**src/sysref_cal_defs.svh**
```systemverilog
// Register map, reset values and timing limits of the SYSREF delay calibration
`ifndef SYSREF_CAL_DEFS_SVH
`define SYSREF_CAL_DEFS_SVH

`define ADDR_CAL_ENABLE 12'h2B0
`define ADDR_CAL_CONFIG 12'h2B1
`define ADDR_RESULT_B0 12'h2B2
`define ADDR_RESULT_B1 12'h2B3
`define ADDR_RESULT_B2 12'h2B4
`define ADDR_MANUAL_B0 12'h2B5
`define ADDR_MANUAL_B1 12'h2B6
`define ADDR_MANUAL_B2 12'h2B7

`define CAL_ENABLE_RESET 1'h0
`define CAL_CONFIG_RESET 4'h5
`define MANUAL_DELAY_RESET 17'h00000
`define CAL_ENABLE_BIT 0
`define AVG_FIELD_HI 3
`define AVG_FIELD_LO 2
`define ACC_FIELD_HI 1
`define ACC_FIELD_LO 0
`define DONE_BIT 17
`define INV_BIT 16

`define MAX_PERIOD_ACC0 16'h0080
`define MAX_PERIOD_ACC1 16'h0680
`define MAX_PERIOD_ACC2 16'h1E80
`define MAX_PERIOD_ACC3 16'h7E80
`define FRAC_SCALE_SHIFT 16
`define FRAC_FULL 17'h10000
`define FRAC_MAX 16'hFFFF
`define NORM_SHIFT_BIAS 5'h04

`endif

```
**src/sysref_cal_pkg.sv**
```systemverilog
// Types shared by the SYSREF delay calibration block
package sysref_cal_pkg;

  typedef struct packed {
    logic [11:0] addr;
    logic wr;
    logic rd;
    logic [7:0] wdata;
  } reg_req_t;

  typedef enum logic [4:0] {
    ST_IDLE = 5'b00001,
    ST_WAIT_EDGE = 5'b00010,
    ST_ACCUM = 5'b00100,
    ST_DONE = 5'b01000,
    ST_FAIL = 5'b10000
  } cal_state_t;

endpackage

```
**src/sysref_delay_calibration.sv**
```systemverilog
// SYSREF aperture delay calibration: registers, averaging engine, delay select
`timescale 1ns/1ns
`include "sysref_cal_defs.svh"

module sysref_delay_calibration (
  // Clock and reset
  input wire logic clk_in,
  input wire logic sys_rst_in,
  // Register port
  input wire sysref_cal_pkg::reg_req_t reg_req_in,
  output logic [7:0] reg_rdata_out,
  // Link pin
  input wire logic sysref_in,
  // Delay control and status
  output logic [16:0] aperture_delay_out,
  output logic cal_busy_out,
  output logic cal_fail_out
);
  import sysref_cal_pkg::*;

  ////////////////////////////////////////////////////////////////////////////
  // Helpers

  // 4^(code+1): shared by accumulation length and average count
  function automatic logic [8:0] pow4(input logic [1:0] code);
    pow4 = 9'h004 << {code, 1'b0};
  endfunction

  function automatic logic [15:0] max_period(input logic [1:0] code);
    case (code)
      2'h0: max_period = `MAX_PERIOD_ACC0;
      2'h1: max_period = `MAX_PERIOD_ACC1;
      2'h2: max_period = `MAX_PERIOD_ACC2;
      default: max_period = `MAX_PERIOD_ACC3;
    endcase
  endfunction

  ////////////////////////////////////////////////////////////////////////////
  // Registers

  logic en_q, en_d;
  logic [3:0] cfg_q, cfg_d;
  logic [16:0] manual_q, manual_d;
  logic [7:0] rdata_q, rdata_d;
  logic [16:0] result_q, result_d;
  cal_state_t state_q, state_d;
  logic [23:0] result_word;

  // Flag only while enabled and finished
  assign result_word = {6'h00, en_q && (state_q == ST_DONE), result_q};

  always_comb begin
    en_d = en_q;
    cfg_d = cfg_q;
    manual_d = manual_q;
    rdata_d = rdata_q;
    if (reg_req_in.wr) begin
      case (reg_req_in.addr)
        `ADDR_CAL_ENABLE: en_d = reg_req_in.wdata[`CAL_ENABLE_BIT];
        `ADDR_CAL_CONFIG: cfg_d = reg_req_in.wdata[`AVG_FIELD_HI:`ACC_FIELD_LO];
        `ADDR_MANUAL_B0: manual_d[7:0] = reg_req_in.wdata;
        `ADDR_MANUAL_B1: manual_d[15:8] = reg_req_in.wdata;
        `ADDR_MANUAL_B2: manual_d[`INV_BIT] = reg_req_in.wdata[0];
        default: ;
      endcase
    end
    if (reg_req_in.rd) begin
      case (reg_req_in.addr)
        `ADDR_CAL_ENABLE: rdata_d = {7'h00, en_q};
        `ADDR_CAL_CONFIG: rdata_d = {4'h0, cfg_q};
        `ADDR_RESULT_B0: rdata_d = result_word[7:0];
        `ADDR_RESULT_B1: rdata_d = result_word[15:8];
        `ADDR_RESULT_B2: rdata_d = result_word[23:16];
        `ADDR_MANUAL_B0: rdata_d = manual_q[7:0];
        `ADDR_MANUAL_B1: rdata_d = manual_q[15:8];
        `ADDR_MANUAL_B2: rdata_d = {7'h00, manual_q[`INV_BIT]};
        default: rdata_d = 8'h00;
      endcase
    end
  end

  always_ff @(posedge clk_in) begin
    if (sys_rst_in) begin
      en_q <= `CAL_ENABLE_RESET;
      cfg_q <= `CAL_CONFIG_RESET;
      manual_q <= `MANUAL_DELAY_RESET;
      rdata_q <= 8'h00;
    end else begin
      en_q <= en_d;
      cfg_q <= cfg_d;
      manual_q <= manual_d;
      rdata_q <= rdata_d;
    end
  end

  ////////////////////////////////////////////////////////////////////////////
  // SYSREF synchroniser and edge

  logic sr_meta_q, sr_sync_q, sr_last_q, en_last_q;
  logic sr_rise, cal_start;

  assign sr_rise = sr_sync_q & ~sr_last_q;
  assign cal_start = en_q & ~en_last_q;

  always_ff @(posedge clk_in) begin
    if (sys_rst_in) begin
      sr_meta_q <= 1'b0;
      sr_sync_q <= 1'b0;
      sr_last_q <= 1'b0;
      en_last_q <= 1'b0;
    end else begin
      sr_meta_q <= sysref_in;
      sr_sync_q <= sr_meta_q;
      sr_last_q <= sr_sync_q;
      en_last_q <= en_q;
    end
  end

  ////////////////////////////////////////////////////////////////////////////
  // Calibration engine

  logic [8:0] cyc_q, cyc_d;
  logic [8:0] nacc_q, nacc_d;
  logic [16:0] sum_q, sum_d;
  logic [15:0] period_q, period_d;
  logic [16:0] delay_q, delay_d;
  logic busy_q, busy_d;
  logic fail_q, fail_d;
  logic [1:0] avg_code, acc_code;
  logic [8:0] acc_len, avg_cnt;
  logic [16:0] sum_next;
  logic [32:0] frac_wide;
  logic [15:0] frac;

  assign avg_code = cfg_q[`AVG_FIELD_HI:`AVG_FIELD_LO];
  assign acc_code = cfg_q[`ACC_FIELD_HI:`ACC_FIELD_LO];
  assign acc_len = pow4(acc_code);
  assign avg_cnt = pow4(avg_code);
  assign sum_next = sum_q + {16'h0000, sr_sync_q};
  // Fraction of time SYSREF is high; one bound shift covers averaging
  // Shift reaches 16 at the largest codes, so the amount is five bits wide
  assign frac_wide = ({16'h0000, sum_next} << `FRAC_SCALE_SHIFT)
                     >> ({2'h0, avg_code, 1'b0} + {2'h0, acc_code, 1'b0} + `NORM_SHIFT_BIAS);
  // All-high window would wrap, so saturate
  assign frac = (frac_wide[16:0] >= `FRAC_FULL) ? `FRAC_MAX : frac_wide[15:0];

  always_comb begin
    state_d = state_q;
    cyc_d = cyc_q;
    nacc_d = nacc_q;
    sum_d = sum_q;
    result_d = result_q;
    busy_d = 1'b0;
    fail_d = fail_q;
    period_d = sr_rise ? 16'h0000 : period_q + 16'h0001;
    if (!en_q) begin
      state_d = ST_IDLE;
      fail_d = 1'b0;
    end else if (cal_start) begin
      state_d = ST_WAIT_EDGE;
      nacc_d = 9'h000;
      sum_d = 17'h00000;
      period_d = 16'h0000;
      fail_d = 1'b0;
      busy_d = 1'b1;
    end else begin
      case (state_q)
        ST_WAIT_EDGE: begin
          busy_d = 1'b1;
          if (period_q >= max_period(acc_code)) begin
            state_d = ST_FAIL;
            busy_d = 1'b0;
            fail_d = 1'b1;
          end else if (sr_rise) begin
            state_d = ST_ACCUM;
            cyc_d = 9'h000;
          end
        end
        ST_ACCUM: begin
          busy_d = 1'b1;
          sum_d = sum_next;
          cyc_d = cyc_q + 9'h001;
          if (period_q >= max_period(acc_code)) begin
            state_d = ST_FAIL;
            busy_d = 1'b0;
            fail_d = 1'b1;
          end else if (cyc_q == acc_len - 9'h001) begin
            nacc_d = nacc_q + 9'h001;
            // Each window starts on a SYSREF edge, well inside the bound
            if (nacc_q == avg_cnt - 9'h001) begin
              state_d = ST_DONE;
              busy_d = 1'b0;
              result_d = {frac[15], frac[14:7], frac[6:0], 1'b0};
            end else begin
              state_d = ST_WAIT_EDGE;
            end
          end
        end
        ST_IDLE: ;
        ST_DONE: ;
        ST_FAIL: ;
        default: state_d = ST_IDLE;
      endcase
    end
    // Manual setting when disabled, calibrated result once done, hold otherwise
    if (!en_q) begin
      delay_d = manual_q;
    end else if (state_q == ST_DONE) begin
      delay_d = result_q;
    end else begin
      delay_d = delay_q;
    end
  end

  always_ff @(posedge clk_in) begin
    if (sys_rst_in) begin
      state_q <= ST_IDLE;
      cyc_q <= 9'h000;
      nacc_q <= 9'h000;
      sum_q <= 17'h00000;
      period_q <= 16'h0000;
      result_q <= 17'h00000;
      delay_q <= `MANUAL_DELAY_RESET;
      busy_q <= 1'b0;
      fail_q <= 1'b0;
    end else begin
      state_q <= state_d;
      cyc_q <= cyc_d;
      nacc_q <= nacc_d;
      sum_q <= sum_d;
      period_q <= period_d;
      result_q <= result_d;
      delay_q <= delay_d;
      busy_q <= busy_d;
      fail_q <= fail_d;
    end
  end

  assign reg_rdata_out = rdata_q;
  assign aperture_delay_out = delay_q;
  assign cal_busy_out = busy_q;
  assign cal_fail_out = fail_q;

endmodule // sysref_delay_calibration

```
**config.mk**
```make
export PLATFORM = sky130hd
export DESIGN_NAME = sysref_delay_calibration
export DESIGN_NICKNAME = d
export VERILOG_FILES = /design/src/sysref_cal_pkg.sv /design/src/sysref_delay_calibration.sv
export VERILOG_INCLUDE_DIRS = /design/src /design/src/src
export SDC_FILE = /design/constraint.sdc
export NUM_CORES = 1
export LEC_CHECK = 0
export ABC_AREA = 1
export BUFFER_PORTS_ARGS = -buffer_cell sky130_fd_sc_hd__buf_2
export CELL_PAD_IN_SITES_DETAIL_PLACEMENT = 0
export CELL_PAD_IN_SITES_GLOBAL_PLACEMENT = 2
export CORE_UTILIZATION = 35
export CTS_BUF_LIST = sky130_fd_sc_hd__clkbuf_8
export CTS_CLUSTER_DIAMETER = 120
export CTS_CLUSTER_SIZE = 28
export DETAILED_ROUTE_END_ITERATION = 7
export PLACE_DENSITY_LB_ADDON = 0.12
export SYNTH_ARGS = -nofsm -noshare
export SYNTH_HDL_FRONTEND = slang
export SYNTH_SLANG_ARGS = --single-unit
```
**constraint.sdc**
```tcl
create_clock -name clk_in -period 2.85 [get_ports clk_in]
set_clock_uncertainty 0.15 [all_clocks]
set_input_delay 0.4275 -clock clk_in [delete_from_list [all_inputs] [get_ports clk_in]]
set_output_delay 0.4275 -clock clk_in [all_outputs]
set_load 0.005 [all_outputs]
```
==> run metrics <==
Pint 0.00285 W; Hold EP sr_meta_q; Post-CTS Resized 0; CTS Root Cell clkbuf_8; reg2reg end result_q[2]; min-delay src sysref_in; Reg clk slew, reported paths 0.07 ns; synth top area cells dfxtp_1 (35%), nand2_1 (14%), nand3_1 (8.4%); TritonCTS buffer count 17; layout cells sized above 1 14.5%; FF-to-FF Start cfg_q[2]; Final Critical Period 2.47 ns; IO Port Bufs 51; worst hold path type in2reg; worst skew pair latency 0.44 ns; die outline width 145 um; hold depth 3; R2R Setup Slk 0.38 ns; ys async rst share 0%; highest metal used met4; Synth Flop Type dfxtp_1; Mapped Cells 1070; Setup TNS Final 0 ns; met1 wire length 9.98 mm; Peak VDD IR 0.255 mV; Final #Nets 1167; # fillers 2134; initial antenna violation count 0; fmax 405 MHz; fin util 41.4%; DR pass1 iterations 5; Syn. warnings 0; starting density of the core 36.1%; number of synthesized flops with an enable pin 0; worst hold slack 0.0326 ns; Sw Ratio 22.9%; Yosys cell types 46; WS Path Type reg2reg; row count 51; DR WL met2 9.71 mm; Post CTS Setup Buffer Count 0; total gr overflow 0; HPWL after detailed placement 15.5 mm; Worst Tran Pin Value 0.693 ns; # clock sinks 125; area grow syn2layout 14.8%; mapped cell area 7110 um^2; most common cell after layout, fill and taps aside nand2_1; RSZ-0062 raised after global routing false; multi-input logic area 4070 um^2; H-tree depth 4; Critical Path RT 3.03 ns; Finish-stage setup viols 0; Clock Path Buffers 2; GRT Resource Usage Total 20.8%; post-synth top area cell dfxtp_1; CTS tree yes; core area 19700 um^2; largest net degree at the start of global routing 59; Final ANT Viol Nets 0; fin crit share 86.7%; met3 routed WL 637 um; Setup crit start kind flip-flop; routability congestion estimate from global placement 0.842; # hold bufs at CTS 0; Slew Limit Fails 0; vias in the first global route 6418; DR iter-0 viols 382; diode count 0; worst rel slew slack 53.8%; Max Cap Violations 0; DR WL/cell 14.7 um; register area 2500 um^2; Worst Setup End Kind flip-flop; Seq/Total Area, Yosys 35.2%; sequential share of power 47.5%; highest-count cells in the layout ignoring fill and taps nand2_1 (270), dfxtp_1 (125), nor2_1 (122), nand3_1 (119), inv_1 (99); share of total power in combinational logic 2.8%; clock share of power 49.7%; I/O Pins 52; Fin. Hold Viols 0; vias per inst 4.97; first-pass GRT wire length 33.2 mm; Lkg Pwr 3.20 nW; total wire length 20.7 mm; top-area cell type share of the netlist area 35.2%; Crit Path Max Fanout 16; synthesis-stage register bit count 125; PwrDens 452 nW/um^2; die area 20900 um^2; sw power 0.000846 W; DIE HEIGHT 145 um; critical path arrival 2.65 ns; depth of the most critical reg-to-reg path 13; average cell area after synthesis 6.65 um^2; outcome finished clean; Synth Net Count 1108; detailed-route DRC error count 0; routed via count 6982
[worst max-delay path by stage]
stage | slack (ns) | cells past startpoint | endpoint | from
2_1_floorplan | 0.59 | 9 | result_q[12] | cfg_q[0]
6_report | 0.38 | 13 | result_q[2] | cfg_q[2]
3_5_place_dp | 0.38 | 13 | result_q[7] | cfg_q[2]
5_1_grt | 0.18 | 13 | result_q[2] | cfg_q[2]
3_3_place_gp | 0.45 | 13 | result_q[2] | cfg_q[2]
4_1_cts | 0.37 | 13 | result_q[7] | cfg_q[2]
[registers in the layout, indices dropped and copies added, names as in the netlist]
signal              count
aperture_delay_out     17
cal_busy_out            1
cal_fail_out            1
cfg_q                   4
cyc_q                   9
en_last_q               1
en_q                    1
manual_q               17
nacc_q                  9
period_q               16
reg_rdata_out           8
result_q               16
sr_last_q               1
sr_meta_q               1
sr_sync_q               1
state_q                 5
sum_q                  17
[layer usage]
metal | vias to the layer above | track usage (%)
met4 | 0 | 6.65
met3 | 25 | 3.28
li1 | 3639 | -
met2 | 116 | 34.6
met1 | 3202 | 27.3
met5 | - | 0
[kinds of logic after synthesis]
family | Yosys count | share of synthesized area, %
compound gates | 173 | 13.1
fa+ha+maj | 13 | 2.39
buf+inv | 138 | 7.60
xor+xnor | 18 | 2.22
flops | 125 | 35.2
simple gates | 603 | 39.5
[layout make-up]
type	count	share of cell area, %
clock inverters	13	2.59
multi-input cells	807	49.8
inverters	109	5.07
repair buffers	69	4.78
well taps	265	4.06
clock buffers	18	3.03
flip-flops and latches	125	30.6
[through the flow]
step                      instances  worst slack (ns)  instance area, um^2  total power [W]
after global routing           1406             0.178                 8170          0.00384
final                          1406             0.379                 8170          0.00370
after global placement         1375             0.448                 7710          0.00190
after floorplan                1070             0.591                 7110          0.00185
after CTS                      1406             0.366                 8170          0.00375
after detailed placement       1375             0.381                 7710          0.00190
[synth_stat cells, types with 2 or more instances]
cell type,n
a21oi_1,76
a31oi_1,17
and2_1,3
buf_1,2
buf_2,8
clkbuf_1,18
dfxtp_1,125
ha_1,12
inv_1,99
inv_2,8
nand2_1,270
nand2_2,5
nand2_4,6
nand3_1,119
nand3_2,6
nand3b_1,2
nand4_1,19
nor2_1,122
nor2_2,17
nor2_4,7
nor2_8,2
nor3_1,12
nor4_1,2
o211ai_1,4
o21a_1,3
o21ai_0,55
o21ai_1,14
or2_2,3
xnor2_1,10
xor2_1,8
[worst max-delay path, cell delays in order, from the launching register on]
cell	delay [ns]
dfxtp_1	0.36
nor2_1	0.21
inv_1	0.09
ha_1	0.31
xor2_1	0.20
nand3_1	0.16
nor2_4	0.15
nand3_4	0.10
nor2_8	0.24
nand2_4	0.09
clkinv_4	0.08
nand2_8	0.08
nor2_2	0.10
nor2_2	0.03
[power by group through the flow]
stage	Sequential, W	Clock, W	Combinational [W]
floorplan	0.00179	0	0.0000580
global placement	0.00179	0	0.000105
detailed placement	0.00179	0	0.000105
CTS	0.00175	0.00190	0.000105
global route	0.00175	0.00197	0.000116
finish	0.00175	0.00184	0.000104
(Power assumes the default switching activity.)
